<file path="config.mk">
export PLATFORM = sky130hd
export DESIGN_NAME = fsp_dev_flat
export DESIGN_NICKNAME = d
export VERILOG_FILES = /design/src/fsp_pkg.sv /design/src/fsp_if.sv /design/src/fsp_dev.sv /design/src/flat_wrapper.sv
export SDC_FILE = /design/constraint.sdc
export NUM_CORES = 1
export LEC_CHECK = 0
export BUFFER_PORTS_ARGS = -buffer_cell sky130_fd_sc_hd__buf_2
export CORE_MARGIN = 3
export CORE_UTILIZATION = 38
export DETAILED_ROUTE_END_ITERATION = 8
export GPL_TIMING_DRIVEN = 0
export PLACE_DENSITY_LB_ADDON = 0.2
export SYNTH_ARGS = -nofsm -noshare
export SYNTH_HDL_FRONTEND = slang
export SYNTH_SLANG_ARGS = --single-unit
</file>
<file path="constraint.sdc">
create_clock -name CORE_CLK_I -period 4.6 [get_ports CORE_CLK_I]
set_input_delay 0.46 -clock CORE_CLK_I [delete_from_list [all_inputs] [get_ports CORE_CLK_I]]
set_output_delay 0.46 -clock CORE_CLK_I [all_outputs]
set_load 0.03 [all_outputs]
</file>
<file path="src/fsp_pkg.sv">
// Shared constants for the page-operation flash sequencer and its host end
package fsp_pkg;
  // Opcodes
  localparam logic [7:0] OP_XFR_B1 = 8'h53;
  localparam logic [7:0] OP_XFR_B2 = 8'h55;
  localparam logic [7:0] OP_CMP_B1 = 8'h60;
  localparam logic [7:0] OP_CMP_B2 = 8'h61;
  localparam logic [7:0] OP_RW_B1  = 8'h58;
  localparam logic [7:0] OP_RW_B2  = 8'h59;
  localparam logic [7:0] OP_STATUS = 8'hD7;
  // Timing, core clock period and operation times in ns
  localparam int CLK_PERIOD_NS   = 50;
  localparam int XFR_TIME_NS     = 200_000;
  localparam int CMP_TIME_NS     = 200_000;
  localparam int REWRITE_TIME_NS = 25_000_000;
  localparam int XFR_CYC     = XFR_TIME_NS / CLK_PERIOD_NS;
  localparam int CMP_CYC     = CMP_TIME_NS / CLK_PERIOD_NS;
  localparam int REWRITE_CYC = REWRITE_TIME_NS / CLK_PERIOD_NS;
  localparam int BUSY_W      = 20;
  // Status byte one bit positions
  localparam int ST_RDY_BIT  = 7;
  localparam int ST_COMP_BIT = 6;
  localparam int ST_SIZE_LSB = 2;
  localparam int ST_PROT_BIT = 1;
  localparam int ST_PGSZ_BIT = 0;
  // Status byte two bit positions
  localparam int B2_FAULT_BIT = 5;
  localparam int B2_LOCK_BIT  = 3;
  localparam int B2_PS2_BIT   = 2;
  localparam int B2_PS1_BIT   = 1;
  localparam int B2_ES_BIT    = 0;
  // Size class code, value is arbitrary
  localparam logic [3:0] SIZE_CODE_DEF = 4'hA;
  // Address byte layout
  localparam int PAGE_W       = 11;
  localparam int STD_PAGE_LSB = 9;
  localparam int BIN_PAGE_LSB = 8;
  // Link bit counts
  localparam logic [5:0] OPC_BITS  = 6'h08;
  localparam logic [5:0] ADDR_END  = 6'h20;
  localparam logic [5:0] DATA_END  = 6'h28;
  localparam logic [5:0] RD_CLOCKS = 6'h18;
  // Host link clock half period in core cycles, minus one
  localparam logic [1:0] SCK_HALF_M1 = 2'h3;
  // Host APB map and command fields
  localparam logic [7:0] REG_CMD  = 8'h00;
  localparam logic [7:0] REG_STAT = 8'h04;
  localparam int CMD_PAGE_LSB = 8;
  localparam int CMD_BIN_BIT  = 19;
  localparam int CMD_DATA_BIT = 20;
  localparam int CMD_DATA_LSB = 24;
  localparam int STAT_BUSY_BIT = 16;
endpackage

</file>
<file path="src/fsp_if.sv">
// Serial link between the flash sequencer and its host controller
`timescale 1ns/10ps
interface fsp_if;
  logic cs_n;
  logic sck;
  logic si;
  logic so;
  logic so_oe;
  modport dev (input cs_n, input sck, input si, output so, output so_oe);
  modport host (output cs_n, output sck, output si, input so);
endinterface

</file>
<file path="src/fsp_dev.sv">
// Flash device end: command decode, page operations and status read
// Notes on behaviour
// - 53h/55h transfer page into buffer one/two
// - Standard pages: 4 dummy, 11 page, 9 dummy
// - Binary pages: 5 dummy, 11 page, 8 dummy
// - Host keeps select low while shifting
// - Transfer starts at select rise, busy meanwhile
// - 60h/61h compare page with buffer one/two
// - Compare busy, then result into bit 6
// - Compare flag 0 on match, 1 otherwise
// - 58h/59h rewrite page through buffer one/two
// - Rewrite copies and reprograms, busy meanwhile
// - Data after address means read-modify-write
// - Host refreshes pages within 50,000 operations; fsp_host keeps no count and rewrites only on command
// - D7h starts status output on SO
// - Status bytes repeat, freshly sampled each time
// - Status read accepted even while busy
// - Ready flag bit 7, both bytes, resampled
// - Select rise ends read, releases SO
// - Bits 5:2 hold fixed size code
// - Bit 1 shows sector protection
// - Bit 0 shows page length choice
// - Byte two holds fault, lockdown, suspend flags
//
// Added by the designer: the register addresses and the APB register port.
`timescale 1ns/10ps
module fsp_dev
  import fsp_pkg::*;
#(
  parameter int         XFR_CYCLES     = XFR_CYC,
  parameter int         CMP_CYCLES     = CMP_CYC,
  parameter int         REWRITE_CYCLES = REWRITE_CYC,
  parameter logic [3:0] SIZE_CODE      = SIZE_CODE_DEF
) (
  input  wire logic                CORE_CLK_I,
  input  wire logic                SYS_RST_I,
  fsp_if.dev                       LINK,
  input  wire logic                PAGE_BIN_I,
  input  wire logic                PROTECT_I,
  input  wire logic                MISMATCH_I,
  input  wire logic                PROG_FAULT_I,
  input  wire logic                LOCKDOWN_OK_I,
  input  wire logic                BUF1_SUSP_I,
  input  wire logic                BUF2_SUSP_I,
  input  wire logic                ERASE_SUSP_I,
  output logic                     OP_START_O,
  output logic [7:0]               OP_CODE_O,
  output logic [PAGE_W-1:0]        OP_PAGE_O,
  output logic                     OP_BUF2_O,
  output logic                     OP_RMW_O,
  output logic                     BUSY_O,
  output logic                     COMPARE_FLAG_O
);

  typedef enum logic [1:0] {DS_IDLE, DS_RECV, DS_STAT} fsp_dst_type;

  typedef struct packed {
    fsp_dst_type        st;
    logic               cs1;
    logic               cs2;
    logic               sk1;
    logic               sk2;
    logic               sk_q;
    logic               si1;
    logic               si2;
    logic [31:0]        sr;
    logic [5:0]         cnt;
    logic [7:0]         op;
    logic [23:0]        addr;
    logic               rmw;
    logic               so;
    logic               oe;
    logic [7:0]         sh;
    logic [3:0]         idx;
    logic [BUSY_W-1:0]  bcnt;
    logic               cmp_pend;
    logic               comp;
    logic               start;
    logic [7:0]         op_o;
    logic [PAGE_W-1:0]  page_o;
    logic               buf2_o;
    logic               rmw_o;
  } fsp_dev_type;

  localparam fsp_dev_type DEV_RST = '{st: DS_IDLE, cs1: 1'b1, cs2: 1'b1, default: '0};

  fsp_dev_type r;
  fsp_dev_type n;

  // Page operations that start on the select rise
  function automatic logic is_page_op(input logic [7:0] op);
    is_page_op = (op == OP_XFR_B1) || (op == OP_XFR_B2) ||
                 (op == OP_CMP_B1) || (op == OP_CMP_B2) ||
                 (op == OP_RW_B1)  || (op == OP_RW_B2);
  endfunction

  function automatic logic is_rw(input logic [7:0] op);
    is_rw = (op == OP_RW_B1) || (op == OP_RW_B2);
  endfunction

  function automatic logic is_cmp(input logic [7:0] op);
    is_cmp = (op == OP_CMP_B1) || (op == OP_CMP_B2);
  endfunction

  logic              rise;
  logic              fall;
  logic              busy;
  logic [7:0]        byte_one;
  logic [7:0]        byte_two;
  logic [7:0]        cur_byte;
  logic [7:0]        new_op;
  logic [BUSY_W-1:0] dur;

  // Edge detection on the synchronised link clock
  assign rise = r.sk2 & ~r.sk_q;
  assign fall = ~r.sk2 & r.sk_q;
  assign busy = (r.bcnt != '0);

  // Status contents, rebuilt from live state whenever a byte begins
  always_comb begin
    byte_one              = '0;
    byte_one[ST_RDY_BIT]  = ~busy;
    byte_one[ST_COMP_BIT] = r.comp;
    byte_one[ST_SIZE_LSB +: 4] = SIZE_CODE;
    byte_one[ST_PROT_BIT] = PROTECT_I;
    byte_one[ST_PGSZ_BIT] = PAGE_BIN_I;
    byte_two               = '0;
    byte_two[ST_RDY_BIT]   = ~busy;
    byte_two[B2_FAULT_BIT] = PROG_FAULT_I;
    byte_two[B2_LOCK_BIT]  = LOCKDOWN_OK_I;
    byte_two[B2_PS2_BIT]   = BUF2_SUSP_I;
    byte_two[B2_PS1_BIT]   = BUF1_SUSP_I;
    byte_two[B2_ES_BIT]    = ERASE_SUSP_I;
    cur_byte = r.idx[3] ? byte_two : byte_one;
  end

  // Busy duration by operation kind
  always_comb begin
    if (is_rw(r.op)) begin
      dur = BUSY_W'(REWRITE_CYCLES);
    end else if (is_cmp(r.op)) begin
      dur = BUSY_W'(CMP_CYCLES);
    end else begin
      dur = BUSY_W'(XFR_CYCLES);
    end
  end

  assign new_op = {r.sr[6:0], r.si2};

  // Next state of the whole device
  always_comb begin
    n       = r;
    n.start = 1'b0;
    // Two-flop synchronisers on every link input
    n.cs1  = LINK.cs_n;
    n.cs2  = r.cs1;
    n.sk1  = LINK.sck;
    n.sk2  = r.sk1;
    n.sk_q = r.sk2;
    n.si1  = LINK.si;
    n.si2  = r.si1;
    // Busy countdown; the compare outcome lands as busy ends
    if (busy) begin
      n.bcnt = r.bcnt - 1'b1;
      if (r.bcnt == BUSY_W'(1) && r.cmp_pend) begin
        n.comp     = MISMATCH_I;
        n.cmp_pend = 1'b0;
      end
    end
    case (r.st)
      DS_IDLE: begin
        n.oe = 1'b0;
        if (!r.cs2) begin
          n.st  = DS_RECV;
          n.cnt = '0;
          n.rmw = 1'b0;
        end
      end
      DS_RECV: begin
        if (r.cs2) begin
          n.st = DS_IDLE;
          // Commands arriving while busy are dropped, only status is served
          if (is_page_op(r.op) && r.cnt >= ADDR_END && !busy) begin
            n.start  = 1'b1;
            n.op_o   = r.op;
            n.buf2_o = (r.op == OP_XFR_B2) || (r.op == OP_CMP_B2) ||
                       (r.op == OP_RW_B2);
            n.page_o = PAGE_BIN_I ? r.addr[BIN_PAGE_LSB +: PAGE_W]
                                  : r.addr[STD_PAGE_LSB +: PAGE_W];
            n.rmw_o    = r.rmw & is_rw(r.op);
            n.bcnt     = dur;
            n.cmp_pend = is_cmp(r.op);
          end
        end else if (rise) begin
          n.sr = {r.sr[30:0], r.si2};
          if (r.cnt != DATA_END) begin
            n.cnt = r.cnt + 1'b1;
          end
          if (r.cnt == OPC_BITS - 1'b1) begin
            n.op = new_op;
            if (new_op == OP_STATUS) begin
              n.st  = DS_STAT;
              n.idx = '0;
            end
          end
          if (r.cnt == ADDR_END - 1'b1) begin
            n.addr = {r.sr[22:0], r.si2};
          end
          if (r.cnt == DATA_END - 1'b1) begin
            n.rmw = 1'b1;
          end
        end
      end
      DS_STAT: begin
        if (r.cs2) begin
          n.st = DS_IDLE;
          n.oe = 1'b0;
        end else if (fall) begin
          n.oe = 1'b1;
          // Launch on falling edges so the host samples a settled bit
          if (r.idx[2:0] == 3'h0) begin
            n.so = cur_byte[7];
            n.sh = {cur_byte[6:0], 1'b0};
          end else begin
            n.so = r.sh[7];
            n.sh = {r.sh[6:0], 1'b0};
          end
          n.idx = r.idx + 1'b1;
        end
      end
      default: begin
        n.st = DS_IDLE;
      end
    endcase
  end

  // State register
  always_ff @(posedge CORE_CLK_I or posedge SYS_RST_I) begin
    if (SYS_RST_I) begin
      r <= DEV_RST;
    end else begin
      r <= n;
    end
  end

  assign LINK.so        = r.so;
  assign LINK.so_oe     = r.oe;
  assign OP_START_O     = r.start;
  assign OP_CODE_O      = r.op_o;
  assign OP_PAGE_O      = r.page_o;
  assign OP_BUF2_O      = r.buf2_o;
  assign OP_RMW_O       = r.rmw_o;
  assign BUSY_O         = busy;
  assign COMPARE_FLAG_O = r.comp;

endmodule

</file>
<file path="src/flat_wrapper.sv">
// flat-port wrapper written by rule: the top's interface ports become plain ports
module fsp_dev_flat import fsp_pkg::*;
#(
  parameter int         XFR_CYCLES     = XFR_CYC,
  parameter int         CMP_CYCLES     = CMP_CYC,
  parameter int         REWRITE_CYCLES = REWRITE_CYC,
  parameter logic [3:0] SIZE_CODE      = SIZE_CODE_DEF
)
  (CORE_CLK_I, SYS_RST_I, PAGE_BIN_I, PROTECT_I, MISMATCH_I, PROG_FAULT_I, LOCKDOWN_OK_I, BUF1_SUSP_I, BUF2_SUSP_I, ERASE_SUSP_I, OP_START_O, OP_CODE_O, OP_PAGE_O, OP_BUF2_O, OP_RMW_O, BUSY_O, COMPARE_FLAG_O, LINK_cs_n, LINK_sck, LINK_si, LINK_so, LINK_so_oe);
  fsp_if LINK_i ();
  input  wire logic CORE_CLK_I;
  input  wire logic SYS_RST_I;
  input  wire logic PAGE_BIN_I;
  input  wire logic PROTECT_I;
  input  wire logic MISMATCH_I;
  input  wire logic PROG_FAULT_I;
  input  wire logic LOCKDOWN_OK_I;
  input  wire logic BUF1_SUSP_I;
  input  wire logic BUF2_SUSP_I;
  input  wire logic ERASE_SUSP_I;
  output logic OP_START_O;
  output logic [7:0] OP_CODE_O;
  output logic [PAGE_W-1:0] OP_PAGE_O;
  output logic OP_BUF2_O;
  output logic OP_RMW_O;
  output logic BUSY_O;
  output logic COMPARE_FLAG_O;
  input wire logic [$bits(LINK_i.cs_n)-1:0] LINK_cs_n;
  input wire logic [$bits(LINK_i.sck)-1:0] LINK_sck;
  input wire logic [$bits(LINK_i.si)-1:0] LINK_si;
  output wire logic [$bits(LINK_i.so)-1:0] LINK_so;
  output wire logic [$bits(LINK_i.so_oe)-1:0] LINK_so_oe;
  assign LINK_i.cs_n = LINK_cs_n;
  assign LINK_i.sck = LINK_sck;
  assign LINK_i.si = LINK_si;
  assign LINK_so = LINK_i.so;
  assign LINK_so_oe = LINK_i.so_oe;
  fsp_dev #(.XFR_CYCLES(XFR_CYCLES), .CMP_CYCLES(CMP_CYCLES), .REWRITE_CYCLES(REWRITE_CYCLES), .SIZE_CODE(SIZE_CODE)) u_core (.CORE_CLK_I(CORE_CLK_I), .SYS_RST_I(SYS_RST_I), .LINK(LINK_i), .PAGE_BIN_I(PAGE_BIN_I), .PROTECT_I(PROTECT_I), .MISMATCH_I(MISMATCH_I), .PROG_FAULT_I(PROG_FAULT_I), .LOCKDOWN_OK_I(LOCKDOWN_OK_I), .BUF1_SUSP_I(BUF1_SUSP_I), .BUF2_SUSP_I(BUF2_SUSP_I), .ERASE_SUSP_I(ERASE_SUSP_I), .OP_START_O(OP_START_O), .OP_CODE_O(OP_CODE_O), .OP_PAGE_O(OP_PAGE_O), .OP_BUF2_O(OP_BUF2_O), .OP_RMW_O(OP_RMW_O), .BUSY_O(BUSY_O), .COMPARE_FLAG_O(COMPARE_FLAG_O));
endmodule
</file>
### Word level (Yosys, flattened, before mapping)

Index checks and enable logic that the tools add are counted.

* output and inout port bits: 26
* bits of input ports: 13
* register bits: 129
* word-level logic and storage cells: 133

* equal/unequal tests: 28
* $add $sub $neg: 3
* reduce and logical (&&, ||, !) cells: 30
* order comparisons: 1
* bitwise logic cells: 7
* mux-type cells: 39

Operator list (number)
* 2-to-1 mux 22 bit: 4
* 2-to-1 mux 39 bit: 2
* 2-to-1 mux 21 bit: 3
* equality test 8 x 7 -> 1 bit (second input constant): 6
* 2-to-1 mux 24 bit: 1
* equality test 20 x 1 -> 1 bit (second input constant): 1
* 2-to-1 mux 4 bit: 5
* nonzero test 20 bit: 1
* subtractor 20 x 1 -> 20 bit (second input constant): 1
* 2-to-1 mux 19 bit: 1
* 2-to-1 mux 8 bit: 2
* AND reduction 5 bit: 3
* 2-to-1 mux 2 bit: 7
* inequality test 2 x 1 -> 1 bit (second input constant): 7
* 2-to-1 mux 13 bit: 1
* 2-to-1 mux 6 bit: 2
* inequality test 3 x 1 -> 1 bit (second input constant): 4
* case mux 6 bit (2 select lines): 1
* 2-to-1 mux 11 bit: 1
* logical OR 1 bit: 9
* AND reduction 3 bit: 3
* equality test 8 bit (second input constant): 1
* case mux 4 bit (2 select lines): 1
* AND reduction 4 bit: 2
* 23 further kinds: 39

### Logic depth before layout (Yosys ltp)

* word-level depth: 11
* gate-level depth with buffers: 8
* mapped depth without buffers: 7

### Worst setup path before layout

Ideal clock, no wire load.

* kind: register to output
* from: reg u_core.r[40] (netlist bit)
* to: out BUSY_O
* stages on the path, launching flop included: 6
* data arrival time: 1.666 ns
* path buffers: 1
* slack: 2.474 ns
* data required time: 4.140 ns
* path through: dfrtp_1 or4_4 nor4_4 and3_1 buf_6 inv_4

* word-level cells in the longest chain between the ends: 1

RTL lines
* start: declaration: line fsp_dev.sv:87 `fsp_dev_type r;`
* start signal: assignment: line fsp_dev.sv:242 `r <= n;`
* nonzero test 20 bit: line fsp_dev.sv:117 `assign busy = (r.bcnt != '0);`
* end: declaration: line flat_wrapper.sv:26 `output logic BUSY_O;`

Every way passes these cells.

### Worst setup path after layout

Ends and elaborated chain as after synthesis.

==> metrics.md <==
| Metric | Value |
|---|---|
| Post-CTS Resized | `0` |
| Via count | `3401` |
| CTS tree | `yes` |
| Initial core utilization | `39.0%` |
| Final std cells w/o fill | `683` |
| Reg clk slew, reported paths | `0.08 ns` |
| Vias/cell | `4.98` |
| Largest net degree at the start of global routing | `71` |
| GR Util met2 | `24.3%` |
| Setup Crit Path Kind | `reg -> out` |
| Ant. Diodes | `0` |
| Vias in the first global route | `3459` |
| Syn Area/Cell | `11.5 um^2` |
| Layout fillers | `1303` |
| Post-synth top area share | `52.8%` |
| Tmin final | `2.79 ns` |
| Row cnt | `42` |
| Remaining Overflow, GRT | `0` |
| Top Ports | `39` |
| Max-slew headroom | `42.6%` |
| EDFF count, synth | `0` |
| Max Cap Viol | `0` |
| Final GP Congestion | `0.795` |
| Initial antenna violation count | `0` |
| Post-route clock period utilization | `60.7%` |
| Setup Skew | `0.0106 ns` |
| Global Route Usage Sum | `14.4%` |
| Post-synth top area cell | `dfrtp_1` |
| Routed wire per std cell | `14.5 um` |
| Grt peak-use layer | `met2` |
| Final Max Slew Viols | `0` |
| Root Buffer | `clkbuf_16` |
| Total wire length after detailed routing | `9.92 mm` |
| Most used DFF post-synth | `dfrtp_1` |
| Floorplan Core Area | `13300 um^2` |
| Share of layout cells above drive strength 1 | `27.6%` |
| Worst-Skew Late Latency | `0.35 ns` |
| Placed Area | `5650 um^2` |
| Flops & latches, synth | `112` |
| Chip height | `123 um` |
| Data required, critical path | `4.14 ns` |
| Worst setup SP type | `register` |
| Number of hold buffers added after CTS | `0` |
| Gate Count Post-Synth | `452` |
| Final hold vios | `0` |
| Sequential standard cell area | `2810 um^2` |
| DRC Markers | `0` |
| PortBufs | `38` |
| First-pass GRT wire length | `17.0 mm` |
| VDD IR max | `172 uV` |
| Die area | `15100 um^2` |
| Final hold slack | `0.168 ns` |
| Outcome | `finished clean` |
| Maximum fanout along the worst path | `10` |
| CTS Sinks | `112` |
| Power density cells | `320 nW/um^2` |
| Post-DRT Antenna Nets | `0` |
| Synthesized area | `5210 um^2` |
| Post-route cell area | `5960 um^2` |
| Number of detailed-route iterations in the first pass | `4` |
| Area of the multi-input gates | `2110 um^2` |
| Worst hold path class | `in -> async` |
| Setup crit end kind | `output pin` |
| Endpoints failing setup | `0` |
| Final nets | `522` |
| # placed instances | `667` |
| Area contributors post-synth | `dfrtp_1 (53%), mux2_2 (8.4%), nand2_1 (3.0%)` |
| Synth Warn # | `0` |
| Post-CTS Setup Inserts | `0` |
| Worst EP arrival | `2.33 ns` |
| Post-synthesis sequential area ratio | `53.9%` |
| Syn nets | `472` |
| Worst-Margin Slew | `0.861 ns` |
| RSZ-0062 raised after global routing | `no` |
| Deepest clock path buffer count | `2` |
| Die Wd | `123 um` |
| Grt met3 use | `4.12%` |
| Met1 usage | `18.0%` |
| Iter 0 DRT Violations | `151` |
| Area added between synthesis and finish | `14.5%` |
| TritonCTS Buffers | `9` |
| Asr flop ratio synth | `100%` |
| Synth unique cells | `61` |
| Fmax | `0.358 GHz` |
| Detailed Place HPWL | `7.13 mm` |
| P_leak | `2.98 nW` |
| H-tree levels | `3` |
## placed cells by master, fill, tap and decap left out, types with 3 or more instances in the layout
cell / count
a21boi_1: 4
a21oi_1: 12
and3_1: 7
and4b_1: 4
buf_2: 42
buf_4: 20
buf_6: 4
clkbuf_1: 6
clkbuf_16: 9
dfrtp_1: 110
ha_1: 7
inv_1: 11
mux2_1: 4
mux2_2: 39
mux2i_1: 14
nand2_1: 41
nand2b_1: 10
nand3_1: 15
nand3b_1: 3
nand4_1: 3
nor2_1: 21
nor2b_1: 6
nor3_1: 6
nor4_1: 5
o21ai_0: 19
o21ai_1: 10
o31ai_1: 3
or3_1: 4
or4_1: 3
xnor2_1: 8
xor2_1: 9
## area by class of cell
cell class              count  area share [%]
repair buffers             39            3.65
multi-input cells         292            35.4
clock inverters             6            1.24
inverters                  13           0.902
plain buffers              35            4.05
well taps                 176            3.69
clock buffers              10            4.01
flip-flops and latches    112            47.1
## report_power, final
group          switching (mW)  internal (mW)  leakage [nW]  total, mW
Sequential             0.0194           1.01          1.45       1.03
Clock                   0.371          0.446         0.153      0.818
Combinational          0.0378         0.0298          1.38     0.0676
## synthesized netlist by cell type, types with 5 or more instances
| cell | instances |
|---|---|
| inv_1 | 12 |
| nor2b_1 | 6 |
| dfrtp_1 | 110 |
| nor3_1 | 6 |
| o21ai_1 | 10 |
| mux2i_1 | 14 |
| xor2_1 | 9 |
| buf_4 | 20 |
| a21oi_1 | 12 |
| nand2_1 | 41 |
| nand3_1 | 15 |
| mux2_2 | 39 |
| ha_1 | 7 |
| o21ai_0 | 19 |
| nor2_1 | 21 |
| nor4_1 | 5 |
| xnor2_1 | 8 |
| clkbuf_1 | 6 |
| nand2b_1 | 10 |
| and3_1 | 7 |
## metal layers
| layer | wire (um) | part of all wire, % |
|---|---|---|
| met1 | 4540 | 46 |
| met5 | 0 | 0 |
| met2 | 5000 | 50 |
| met4 | 98 | 0.99 |
| met3 | 278 | 2.8 |
## kinds of logic (layout without fill, tap and decap cells)
| kind of cell | Yosys count | in the layout | synth area share (%) |
|---|---|---|---|
| AO/OA/AOI/OAI | 60 | 60 | 7.25 |
| adder cells (fa/ha/maj) | 7 | 7 | 1.68 |
| AND/OR/NAND/NOR | 150 | 150 | 16.5 |
| multiplexers | 58 | 58 | 12.3 |
| XOR/XNOR | 17 | 17 | 2.86 |
| buffers and inverters | 48 | 103 | 5.62 |
| flip-flops | 112 | 112 | 53.9 |
## state kept, by name, summed over array words and instances, names as in the netlist
name                   flops
u_core.r                  75
u_core.OP_PAGE_O          11
u_core.OP_CODE_O           8
u_core.new_op              8
u_core.n                   4
u_core.COMPARE_FLAG_O      1
u_core.LINK.so             1
u_core.LINK.so_oe          1
u_core.OP_BUF2_O           1
u_core.OP_RMW_O            1
u_core.OP_START_O          1
## path summary, 6_finish.rpt
kind                            depth (start not counted)                    end  slack, ns     startpoint
worst max-delay path                                    6                 BUSY_O       1.81   u_core.r[40]
min in group CORE_CLK_I                                 1          u_core.n[134]       0.20      LINK_cs_n
worst max register to register                          5  u_core.COMPARE_FLAG_O       2.28   u_core.r[40]
worst min register to register                          0       u_core.new_op[0]       0.35  u_core.n[129]
worst min-delay path                                    2      u_core.LINK.so_oe       0.17      SYS_RST_I
max in group asynchronous                               3          u_core.r[108]       3.68      SYS_RST_I
## stage by stage
| step | worst slack, ns | util (%) | setup TNS, ns | power (mW) |
|---|---|---|---|---|
| 5_1_grt | 1.69 | 44.7 | 0 | 1.99 |
| 2_1_floorplan | 1.18 | - | 0 | 1.09 |
| 4_1_cts | 1.78 | 44.7 | 0 | 1.94 |
| 3_5_place_dp | 2.17 | 42.3 | 0 | 1.12 |
| 3_3_place_gp | -0.184 | 42.1 | -19.53 | 1.11 |
| 6_report | 1.81 | 44.7 | 0 | 1.91 |
## worst max-delay path, stage by stage, from the launching register on
cell and delay [ns]:
dfrtp_1 0.42, or4_4 0.57, nor4_4 0.38, and3_1 0.24, buf_6 0.13, inv_4 0.07
buf_2 0.18
(Power assumes the default switching activity.)
